`src/verilog/dsg_defs.svh`:
```
`ifndef DSG_DEFS_SVH
`define DSG_DEFS_SVH
// ----------------------------------------------------------------
// Register offsets
// ----------------------------------------------------------------
`define DSG_OFS_GATE 12'h120
`define DSG_OFS_STAT 12'h124
`define DSG_OFS_MASK 12'h128
`define DSG_OFS_EFF 12'h12C
// ----------------------------------------------------------------
// Field positions and reset values
// ----------------------------------------------------------------
`define DSG_BIT_CONV 16
`define DSG_BIT_HIB 6
`define DSG_BIT_WDOG 3
`define DSG_RATE_HI 9
`define DSG_RATE_LO 8
`define DSG_GATE_RESET 32'h0000_0040
`define DSG_GATE_WMASK 32'h0001_0348
`define DSG_IRQ_WMASK 32'h0000_0007
`define DSG_RATE_125K 2'h0
`define DSG_RATE_250K 2'h1
`define DSG_RATE_500K 2'h2
`define DSG_RATE_MAX 2'h2
// ----------------------------------------------------------------
// Bus responses
// ----------------------------------------------------------------
`define DSG_RESP_OKAY 2'h0
`define DSG_RESP_SLVERR 2'h2
`endif

```
`src/verilog/dsg_pkg.sv`:
```
package dsg_pkg;
  // Power state of the system
  typedef enum logic [1:0] {mode_run, mode_sleep, mode_deep} power_mode_t;
  // One flag per gated unit
  typedef struct packed {
    logic converter;
    logic hibernation;
    logic watchdog;
  } unit_set_t;
  // Layout of a gating word
  typedef struct packed {
    logic [14:0] rsv_hi;
    logic converter_clock_gate;
    logic [5:0] rsv_mid;
    logic [1:0] converter_sample_rate_sel;
    logic rsv_7;
    logic hibernation_clock_gate;
    logic [1:0] rsv_54;
    logic watchdog_clock_gate;
    logic [2:0] rsv_lo;
  } gate_word_t;
endpackage

```
`src/verilog/gate_select.sv`:
```
`timescale 1ns/1ps
`default_nettype none
`include "dsg_defs.svh"
module gate_select (
  // Clock and reset
  input wire logic mclk,
  input wire logic reset,
  // Word selection
  input wire dsg_pkg::power_mode_t power_mode,
  input wire logic auto_clock_gating_enable,
  input wire logic [31:0] run_word,
  input wire logic [31:0] sleep_word,
  input wire logic [31:0] deep_word,
  // Unit side
  input wire dsg_pkg::unit_set_t unit_access,
  output dsg_pkg::unit_set_t unit_clock_enable,
  output logic [1:0] converter_sample_rate_sel,
  output dsg_pkg::unit_set_t unit_access_fault
);
  import dsg_pkg::*;

  gate_word_t active;

  // Pick the word for the present power state
  always_comb begin
    active = gate_word_t'(run_word);
    if (auto_clock_gating_enable) begin
      case (power_mode)
        mode_sleep: active = gate_word_t'(sleep_word);
        mode_deep: active = gate_word_t'(deep_word);
        default: active = gate_word_t'(run_word);
      endcase
    end
  end

  // Clock enables and sample rate, registered
  always_ff @(posedge mclk) begin
    if (reset) begin
      unit_clock_enable <= '0;
      converter_sample_rate_sel <= `DSG_RATE_125K;
    end else begin
      unit_clock_enable.converter <= active.converter_clock_gate;
      unit_clock_enable.hibernation <= active.hibernation_clock_gate;
      unit_clock_enable.watchdog <= active.watchdog_clock_gate;
      converter_sample_rate_sel <= active.converter_sample_rate_sel;
    end
  end

  // Access to an unclocked unit
  always_ff @(posedge mclk) begin
    if (reset) begin
      unit_access_fault <= '0;
    end else begin
      unit_access_fault <= unit_access & ~unit_clock_enable;
    end
  end
endmodule
`default_nettype wire

```
`src/verilog/deep_sleep_clock_gate_bank0.sv`:
```
// Notes on behaviour
// - Each gate bit enables one unit clock
// - Access to gated unit gives bus fault
// - Gate bits 16 and 3 reset to zero, bit 6 to one
// - Whole word resets to 0x00000040
// - Three words: run, sleep, deep sleep
// - Sleep words need auto gating enabled
// - Bit 16 gates converter unit zero
// - Bits 9:8 select converter sample rate
// - Deep-sleep word rate never set above maximum rate
// - Bit 6 gates hibernation unit
// - Bit 3 gates watchdog unit
// - Reserved bits read zero, unwritable
`timescale 1ns/1ps
`default_nettype none
`include "dsg_defs.svh"
module deep_sleep_clock_gate_bank0 (
  // Clock and reset
  input wire logic mclk,
  input wire logic reset,
  // AXI4-Lite write address
  input wire logic s_axi_awvalid,
  output logic s_axi_awready,
  input wire logic [11:0] s_axi_awaddr,
  // AXI4-Lite write data
  input wire logic s_axi_wvalid,
  output logic s_axi_wready,
  input wire logic [31:0] s_axi_wdata,
  input wire logic [3:0] s_axi_wstrb,
  // AXI4-Lite write response
  output logic s_axi_bvalid,
  input wire logic s_axi_bready,
  output logic [1:0] s_axi_bresp,
  // AXI4-Lite read
  input wire logic s_axi_arvalid,
  output logic s_axi_arready,
  input wire logic [11:0] s_axi_araddr,
  output logic s_axi_rvalid,
  input wire logic s_axi_rready,
  output logic [31:0] s_axi_rdata,
  output logic [1:0] s_axi_rresp,
  // Power state and the other gating words
  input wire dsg_pkg::power_mode_t power_mode,
  input wire logic auto_clock_gating_enable,
  input wire logic [31:0] run_clock_gate_0,
  input wire logic [31:0] sleep_clock_gate_0,
  // Gated units
  input wire dsg_pkg::unit_set_t unit_access,
  output dsg_pkg::unit_set_t unit_clock_enable,
  output logic [1:0] converter_sample_rate_sel,
  output dsg_pkg::unit_set_t unit_access_fault,
  // Interrupt
  output logic irq
);
  import dsg_pkg::*;

  // ----------------------------------------------------------------
  // Helpers
  // ----------------------------------------------------------------
  // Byte-lane merge of a write
  function automatic logic [31:0] apply_strobe(input logic [31:0] old,
      input logic [31:0] data, input logic [3:0] strb);
    logic [31:0] res;
    res = old;
    for (int i = 0; i < 4; i++) begin
      if (strb[i]) begin
        res[i*8 +: 8] = data[i*8 +: 8];
      end
    end
    return res;
  endfunction

  // Limit the sample rate code to the maximum rate
  function automatic logic [31:0] clamp_rate(input logic [31:0] w);
    logic [31:0] res;
    res = w;
    if (w[`DSG_RATE_HI:`DSG_RATE_LO] > `DSG_RATE_MAX) begin
      res[`DSG_RATE_HI:`DSG_RATE_LO] = `DSG_RATE_MAX;
    end
    return res;
  endfunction

  // ----------------------------------------------------------------
  // Registers
  // ----------------------------------------------------------------
  logic [31:0] deep_sleep_clock_gate_0;
  logic [2:0] irq_status;
  logic [2:0] irq_mask;
  logic aw_held;
  logic w_held;
  logic [11:0] aw_addr;
  logic [31:0] w_data;
  logic [3:0] w_strb;
  logic do_write;
  logic [31:0] next_gate;
  logic [31:0] eff_word;
  logic [2:0] fault_events;
  // Word indices of the mapped registers
  localparam logic [9:0] idx_gate = 10'(`DSG_OFS_GATE >> 2);
  localparam logic [9:0] idx_stat = 10'(`DSG_OFS_STAT >> 2);
  localparam logic [9:0] idx_mask = 10'(`DSG_OFS_MASK >> 2);
  localparam logic [9:0] idx_eff = 10'(`DSG_OFS_EFF >> 2);

  // ----------------------------------------------------------------
  // Write channel
  // ----------------------------------------------------------------
  assign s_axi_awready = !aw_held;
  assign s_axi_wready = !w_held;
  assign do_write = aw_held && w_held && !s_axi_bvalid;

  // Address and data are caught in either order
  always_ff @(posedge mclk) begin
    if (reset) begin
      aw_held <= 1'b0;
      aw_addr <= 12'h000;
    end else if (s_axi_awvalid && !aw_held) begin
      aw_held <= 1'b1;
      aw_addr <= s_axi_awaddr;
    end else if (do_write) begin
      aw_held <= 1'b0;
    end
  end

  always_ff @(posedge mclk) begin
    if (reset) begin
      w_held <= 1'b0;
      w_data <= 32'h0000_0000;
      w_strb <= 4'h0;
    end else if (s_axi_wvalid && !w_held) begin
      w_held <= 1'b1;
      w_data <= s_axi_wdata;
      w_strb <= s_axi_wstrb;
    end else if (do_write) begin
      w_held <= 1'b0;
    end
  end

  // Write response, one cycle after both halves are held
  always_ff @(posedge mclk) begin
    if (reset) begin
      s_axi_bvalid <= 1'b0;
      s_axi_bresp <= `DSG_RESP_OKAY;
    end else if (do_write) begin
      s_axi_bvalid <= 1'b1;
      case (aw_addr[11:2])
        idx_gate, idx_stat,
        idx_mask, idx_eff:
          s_axi_bresp <= `DSG_RESP_OKAY;
        default: s_axi_bresp <= `DSG_RESP_SLVERR;
      endcase
    end else if (s_axi_bready) begin
      s_axi_bvalid <= 1'b0;
    end
  end

  // New gating word from a write
  always_comb begin
    next_gate = (apply_strobe(deep_sleep_clock_gate_0, w_data, w_strb)
                 & `DSG_GATE_WMASK);
    next_gate = clamp_rate(next_gate);
  end

  // Deep-sleep gating word
  always_ff @(posedge mclk) begin
    if (reset) begin
      deep_sleep_clock_gate_0 <= `DSG_GATE_RESET;
    end else if (do_write && aw_addr[11:2] == idx_gate) begin
      deep_sleep_clock_gate_0 <= next_gate;
    end
  end

  // Interrupt mask
  always_ff @(posedge mclk) begin
    if (reset) begin
      irq_mask <= 3'h0;
    end else if (do_write && aw_addr[11:2] == idx_mask) begin
      irq_mask <= w_strb[0] ? w_data[2:0] : irq_mask;
    end
  end

  // Sticky fault status, cleared by writing one; a new fault wins
  always_ff @(posedge mclk) begin
    if (reset) begin
      irq_status <= 3'h0;
    end else if (do_write && aw_addr[11:2] == idx_stat) begin
      irq_status <= (irq_status & ~(w_data[2:0] & {3{w_strb[0]}}))
                    | fault_events;
    end else begin
      irq_status <= irq_status | fault_events;
    end
  end

  assign fault_events = unit_access_fault;
  assign irq = |(irq_status & irq_mask);

  // ----------------------------------------------------------------
  // Read channel
  // ----------------------------------------------------------------
  assign s_axi_arready = !s_axi_rvalid;

  // Enables now applied, in gating word layout
  always_comb begin
    eff_word = 32'h0000_0000;
    eff_word[`DSG_BIT_CONV] = unit_clock_enable.converter;
    eff_word[`DSG_BIT_HIB] = unit_clock_enable.hibernation;
    eff_word[`DSG_BIT_WDOG] = unit_clock_enable.watchdog;
    eff_word[`DSG_RATE_HI:`DSG_RATE_LO] = converter_sample_rate_sel;
  end

  // Read data registered one cycle after the address
  always_ff @(posedge mclk) begin
    if (reset) begin
      s_axi_rvalid <= 1'b0;
      s_axi_rdata <= 32'h0000_0000;
      s_axi_rresp <= `DSG_RESP_OKAY;
    end else if (s_axi_arvalid && !s_axi_rvalid) begin
      s_axi_rvalid <= 1'b1;
      s_axi_rresp <= `DSG_RESP_OKAY;
      case (s_axi_araddr[11:2])
        idx_gate: s_axi_rdata <= deep_sleep_clock_gate_0;
        idx_stat: s_axi_rdata <= {29'h0, irq_status};
        idx_mask: s_axi_rdata <= {29'h0, irq_mask};
        idx_eff: s_axi_rdata <= eff_word;
        default: begin
          s_axi_rdata <= 32'h0000_0000;
          s_axi_rresp <= `DSG_RESP_SLVERR;
        end
      endcase
    end else if (s_axi_rready) begin
      s_axi_rvalid <= 1'b0;
    end
  end

  // ----------------------------------------------------------------
  // Gate selection
  // ----------------------------------------------------------------
  gate_select u_select (
    .mclk(mclk),
    .reset(reset),
    .power_mode(power_mode),
    .auto_clock_gating_enable(auto_clock_gating_enable),
    .run_word(run_clock_gate_0),
    .sleep_word(sleep_clock_gate_0),
    .deep_word(deep_sleep_clock_gate_0),
    .unit_access(unit_access),
    .unit_clock_enable(unit_clock_enable),
    .converter_sample_rate_sel(converter_sample_rate_sel),
    .unit_access_fault(unit_access_fault)
  );

  logic deep_active;
  assign deep_active = auto_clock_gating_enable && power_mode == mode_deep;
endmodule
`default_nettype wire

```
`config.mk`:
```
export PLATFORM = sky130hd
export DESIGN_NAME = deep_sleep_clock_gate_bank0
export DESIGN_NICKNAME = d
export VERILOG_FILES = /design/src/verilog/dsg_pkg.sv /design/src/verilog/gate_select.sv /design/src/verilog/deep_sleep_clock_gate_bank0.sv
export VERILOG_INCLUDE_DIRS = /design/src /design/src/verilog
export SDC_FILE = /design/constraint.sdc
export NUM_CORES = 1
export LEC_CHECK = 0
export ABC_AREA = 1
export CORE_AREA = 2 2 73 75
export CTS_CLUSTER_DIAMETER = 40
export CTS_CLUSTER_SIZE = 16
export DETAILED_ROUTE_END_ITERATION = 16
export DIE_AREA = 0 0 75 77
export DONT_BUFFER_PORTS = 1
export PLACE_DENSITY = 0.76
export REMOVE_ABC_BUFFERS = 1
export SETUP_SLACK_MARGIN = 0.1
export SYNTH_ARGS = -nofsm -noshare
export SYNTH_HDL_FRONTEND = slang
export SYNTH_SLANG_ARGS = --single-unit
export TNS_END_PERCENT = 1
```
`constraint.sdc`:
```
create_clock -name mclk -period 2.8 [get_ports mclk]
set_input_delay 0.14 -clock mclk [delete_from_list [all_inputs] [get_ports mclk]]
set_output_delay 0.14 -clock mclk [all_outputs]
set_load 0.02 [all_outputs]
```
==> metrics.log <==
INFO  metric final-instance-count-excl-fill = 453
INFO  metric routabilityCongestion = 0.8257
INFO  metric worstSetupPathType = flip-flop to flip-flop
INFO  metric timing.final.crit_share = 56.21%
INFO  metric first_pass_grt_wire_length = 9328 um
INFO  metric timing.final.max_slew_violations = 0
INFO  metric clkPwrFrac = 29.4%
INFO  metric synthesis.instances = 361
INFO  metric power_switching_share = 29.34%
INFO  metric final_net_count = 521
INFO  metric ios = 187
INFO  metric finalSetupViolations = 0
INFO  metric tritoncts = built
INFO  metric power.ir.vdd_worst = 0.0003004 V
INFO  metric die_height = 77 um
INFO  metric cap_violations = 0
INFO  metric final_period_minus_worst_setup_slack = 1.574 ns
INFO  metric detailed_placement_wirelength_estimate = 3946 um
INFO  metric cell_internal_pwr = 1.048 mW
INFO  metric die_area = 5775 um^2
INFO  metric maxClockFrequency = 635.4 MHz
INFO  metric start_kind = flip-flop
INFO  metric rr_startpoint = s_axi_rvalid
INFO  metric timing.hold.worst_path_depth = 2
INFO  metric largest_net_degree_at_the_start_of_global_routing = 41
INFO  metric dr_total_vias = 2,287
INFO  metric post_synth_num_cell_types = 25
INFO  metric h-tree-depth = 2
INFO  metric p_switching = 0.4351 mW
INFO  metric final-hold-violation-count = 0
INFO  metric floorplan.rows = 26
INFO  metric drtIter0Drc = 122
INFO  metric ys_seq_elements = 54
INFO  metric skew = 0.008074 ns
INFO  metric warnings_synthesis = 0
INFO  metric run_status = finished clean
INFO  metric final_layout_size_suffix_gt1_share = 5.222%
INFO  metric combPwrFrac = 13.0%
INFO  metric power_frac_seq = 57.6%
INFO  metric crit_path_end_kind = flip-flop
INFO  metric syn-mean-instance-area = 7.084 um^2
INFO  metric final_core_utilization = 56.94%
INFO  metric synth.area.top_cells = sky130_fd_sc_hd__dfxtp_1, sky130_fd_sc_hd__nand2_1, sky130_fd_sc_hd__nor2_1, sky130_fd_sc_hd__buf_4, sky130_fd_sc_hd__inv_1
INFO  metric antennaDiodeCount = 0
INFO  metric power-per-cell-area = 523.2 nW/um^2
INFO  metric r2r_slack = 1.23 ns
INFO  metric start_util = 51.38%
INFO  metric netlist.area_leader.share = 42.27%
INFO  metric post_cts.resized_instances = 0
INFO  metric clk_pin_slew = 0.10 ns
INFO  metric rr_endpoint = s_axi_rresp[1]
INFO  metric relSlewSlack = 29.29%
INFO  metric yosys.area.top_type = sky130_fd_sc_hd__dfxtp_1
INFO  metric clockRootBuffer = sky130_fd_sc_hd__clkbuf_8
INFO  metric routed_wire_length_per_instance = 12.46 um
INFO  metric static-leakage-power = 1.239 nW
INFO  metric cts.path.max_buffers = 2
INFO  metric fill_cells = 507
INFO  metric grt_overflow = 0
INFO  metric die-width = 75 um
INFO  metric area_growth_syn_to_layout = 10.81%
INFO  metric detail_route.wirelength = 5645 um
INFO  metric clock_sinks = 54
INFO  metric worstMarginPinSlew = 1.060 ns
INFO  metric clk-insertion-delay-late = 0.31 ns
INFO  metric numCtsBuffers = 5
INFO  metric min-delay-path-class = input pin to flip-flop
INFO  metric critical_path_arrival = 1.79 ns
INFO  metric grt_pass1_vias = 2,075
INFO  metric totalPowerFinal = 1.483 mW
INFO  metric final.setup.tns = 0 ns
INFO  metric rsz0062_at_grt = no
INFO  metric cp_slowest_stage_delay = 0.46 ns
INFO  metric worst_path_max_delay_cell = sky130_fd_sc_hd__dfxtp_1
INFO  metric drt_first_pass_iters = 4
INFO  metric drt.antenna.violating_nets = 0
INFO  metric synth_area = 2557 um^2
INFO  metric cp_cell_sequence = inv_1, nand2_2, clkinv_1, nor2_1, nor2_1, o21ai_0, inv_1
INFO  metric number_of_buffers_inserted_by_port_buffering = 0
INFO  metric synth.yosys.seq_area_share = 42.27%
INFO  metric core_area = 4977 um^2
INFO  metric number_of_antenna_violations_at_the_first_check_in_global_routing = 0
INFO  metric hold-path-endpoint = w_data[9]
INFO  metric placedCellCount = 421
INFO  metric via_per_inst = 5.049
INFO  metric worstHoldStart = s_axi_wdata[9]
INFO  metric grt_util_all_layers = 20.37%
INFO  metric worst-path-max-fanout = 10
INFO  metric drcViolationCount = 0
INFO  metric cp.required = 3.01 ns
INFO  metric timing.reg2reg.worst_path_depth = 7
==> power by group through the flow <==
stage	clock [mW]	combinational (mW)	sequential, mW
floorplan	0	0.136	0.864
global placement	0	0.158	0.871
detailed placement	0	0.161	0.872
CTS	0.448	0.191	0.854
global route	0.482	0.219	0.859
finish	0.436	0.193	0.854
==> registers in the layout, summed over array words and instances, names as in the netlist, 2 cells and up <==
register	count
w_data	8
s_axi_rdata	8
deep_sleep_clock_gate_0	5
irq_mask	3
u_select.unit_access_fault	3
w_strb	3
irq_status	3
u_select.unit_clock_enable	3
u_select.converter_sample_rate_sel	2
aw_addr	10
==> cells in the final DEF, fill, tap and decap left out, types with 6 or more instances in the layout <==
master | netlist | layout
sky130_fd_sc_hd__a21oi_1 | 22 | 22
sky130_fd_sc_hd__nand2_1 | 70 | 70
sky130_fd_sc_hd__o21ai_0 | 29 | 29
sky130_fd_sc_hd__dfxtp_1 | 54 | 54
sky130_fd_sc_hd__nand4_1 | 24 | 24
sky130_fd_sc_hd__inv_1 | 42 | 42
sky130_fd_sc_hd__dlygate4sd3_1 | 0 | 24
sky130_fd_sc_hd__nand3_1 | 6 | 6
sky130_fd_sc_hd__conb_1 | 1 | 26
sky130_fd_sc_hd__nor2_1 | 56 | 56
==> critical path: cells and delay by family, from the launching register on <==
family / cells / cell delay (ns)
AO/OA/AOI/OAI: 1 / 0.09
buffers and inverters: 3 / 0.52
flip-flops: 1 / 0.46
AND/OR/NAND/NOR: 3 / 0.41
==> metal layers <==
layer	wire length (um)	share of wire [%]	track usage, %
met3	339	6.0	5.256
met5	0	0	0
met4	116	2.1	6.964
met2	2783	49	32.54
met1	2405	43	26.26
==> repair_timing <==
action	in CTS	in global routing
setup buffers	0	0
hold buffers	24	0
hold endpoints to repair	36	0
endpoints found under the setup margin	0	0
==> cell type report <==
cell class              count  area, um^2  area share, %
clock inverters             3       21.27         0.7506
clock buffers               5       68.82          2.428
inverters                  44       165.2          5.828
well taps                  70       87.58          3.091
multi-input cells         253        1170          41.28
repair buffers             24       240.2          8.477
flip-flops and latches     54        1081          38.15
==> worst max-delay path by stage <==
stage                            start  depth (start not counted)        endpoint  slack (ns)
after global placement    s_axi_rvalid                          7  s_axi_rresp[1]        1.25
after detailed placement  s_axi_rvalid                          7  s_axi_rresp[1]        1.25
after CTS                 s_axi_rvalid                          7  s_axi_rresp[1]        1.21
final                     s_axi_rvalid                          7  s_axi_rresp[1]        1.23
after floorplan           s_axi_rvalid                          7  s_axi_rresp[1]        1.46
after global routing      s_axi_rvalid                          7  s_axi_rresp[1]        1.08
==> per-stage QoR <==
stage	cell area (um^2)	setup slack, ns	hold slack, ns
finish	2834	1.226	0.02892
global route	2834	1.083	0.01820
CTS	2834	1.210	0.02223
detailed placement	2504	1.252	0.2128
global placement	2504	1.253	0.2110
floorplan	2416	1.460	0.2091
==> kinds of logic after synthesis <==
kind of cell,after synthesis,synth area share (%)
AO/OA/AOI/OAI,57,11.50
adder cells (fa/ha/maj),2,0.9783
buffers and inverters,79,15.66
flip-flops,54,42.27
other,1,0.1466
AND/OR/NAND/NOR,168,29.45
==> Yosys cell counts (all sizes together) <==
library cell and count:
or2 1, clkinv 1, o21ai 29, buf 31, o21a 1, inv 43
nand3 9, conb 1, clkbuf 4, nor3 2, a21oi 22, dfxtp 54
nand4 24, a31oi 5, nand2 71, ha 2, nor2 60, nor4 1
(Power assumes the default switching activity.)
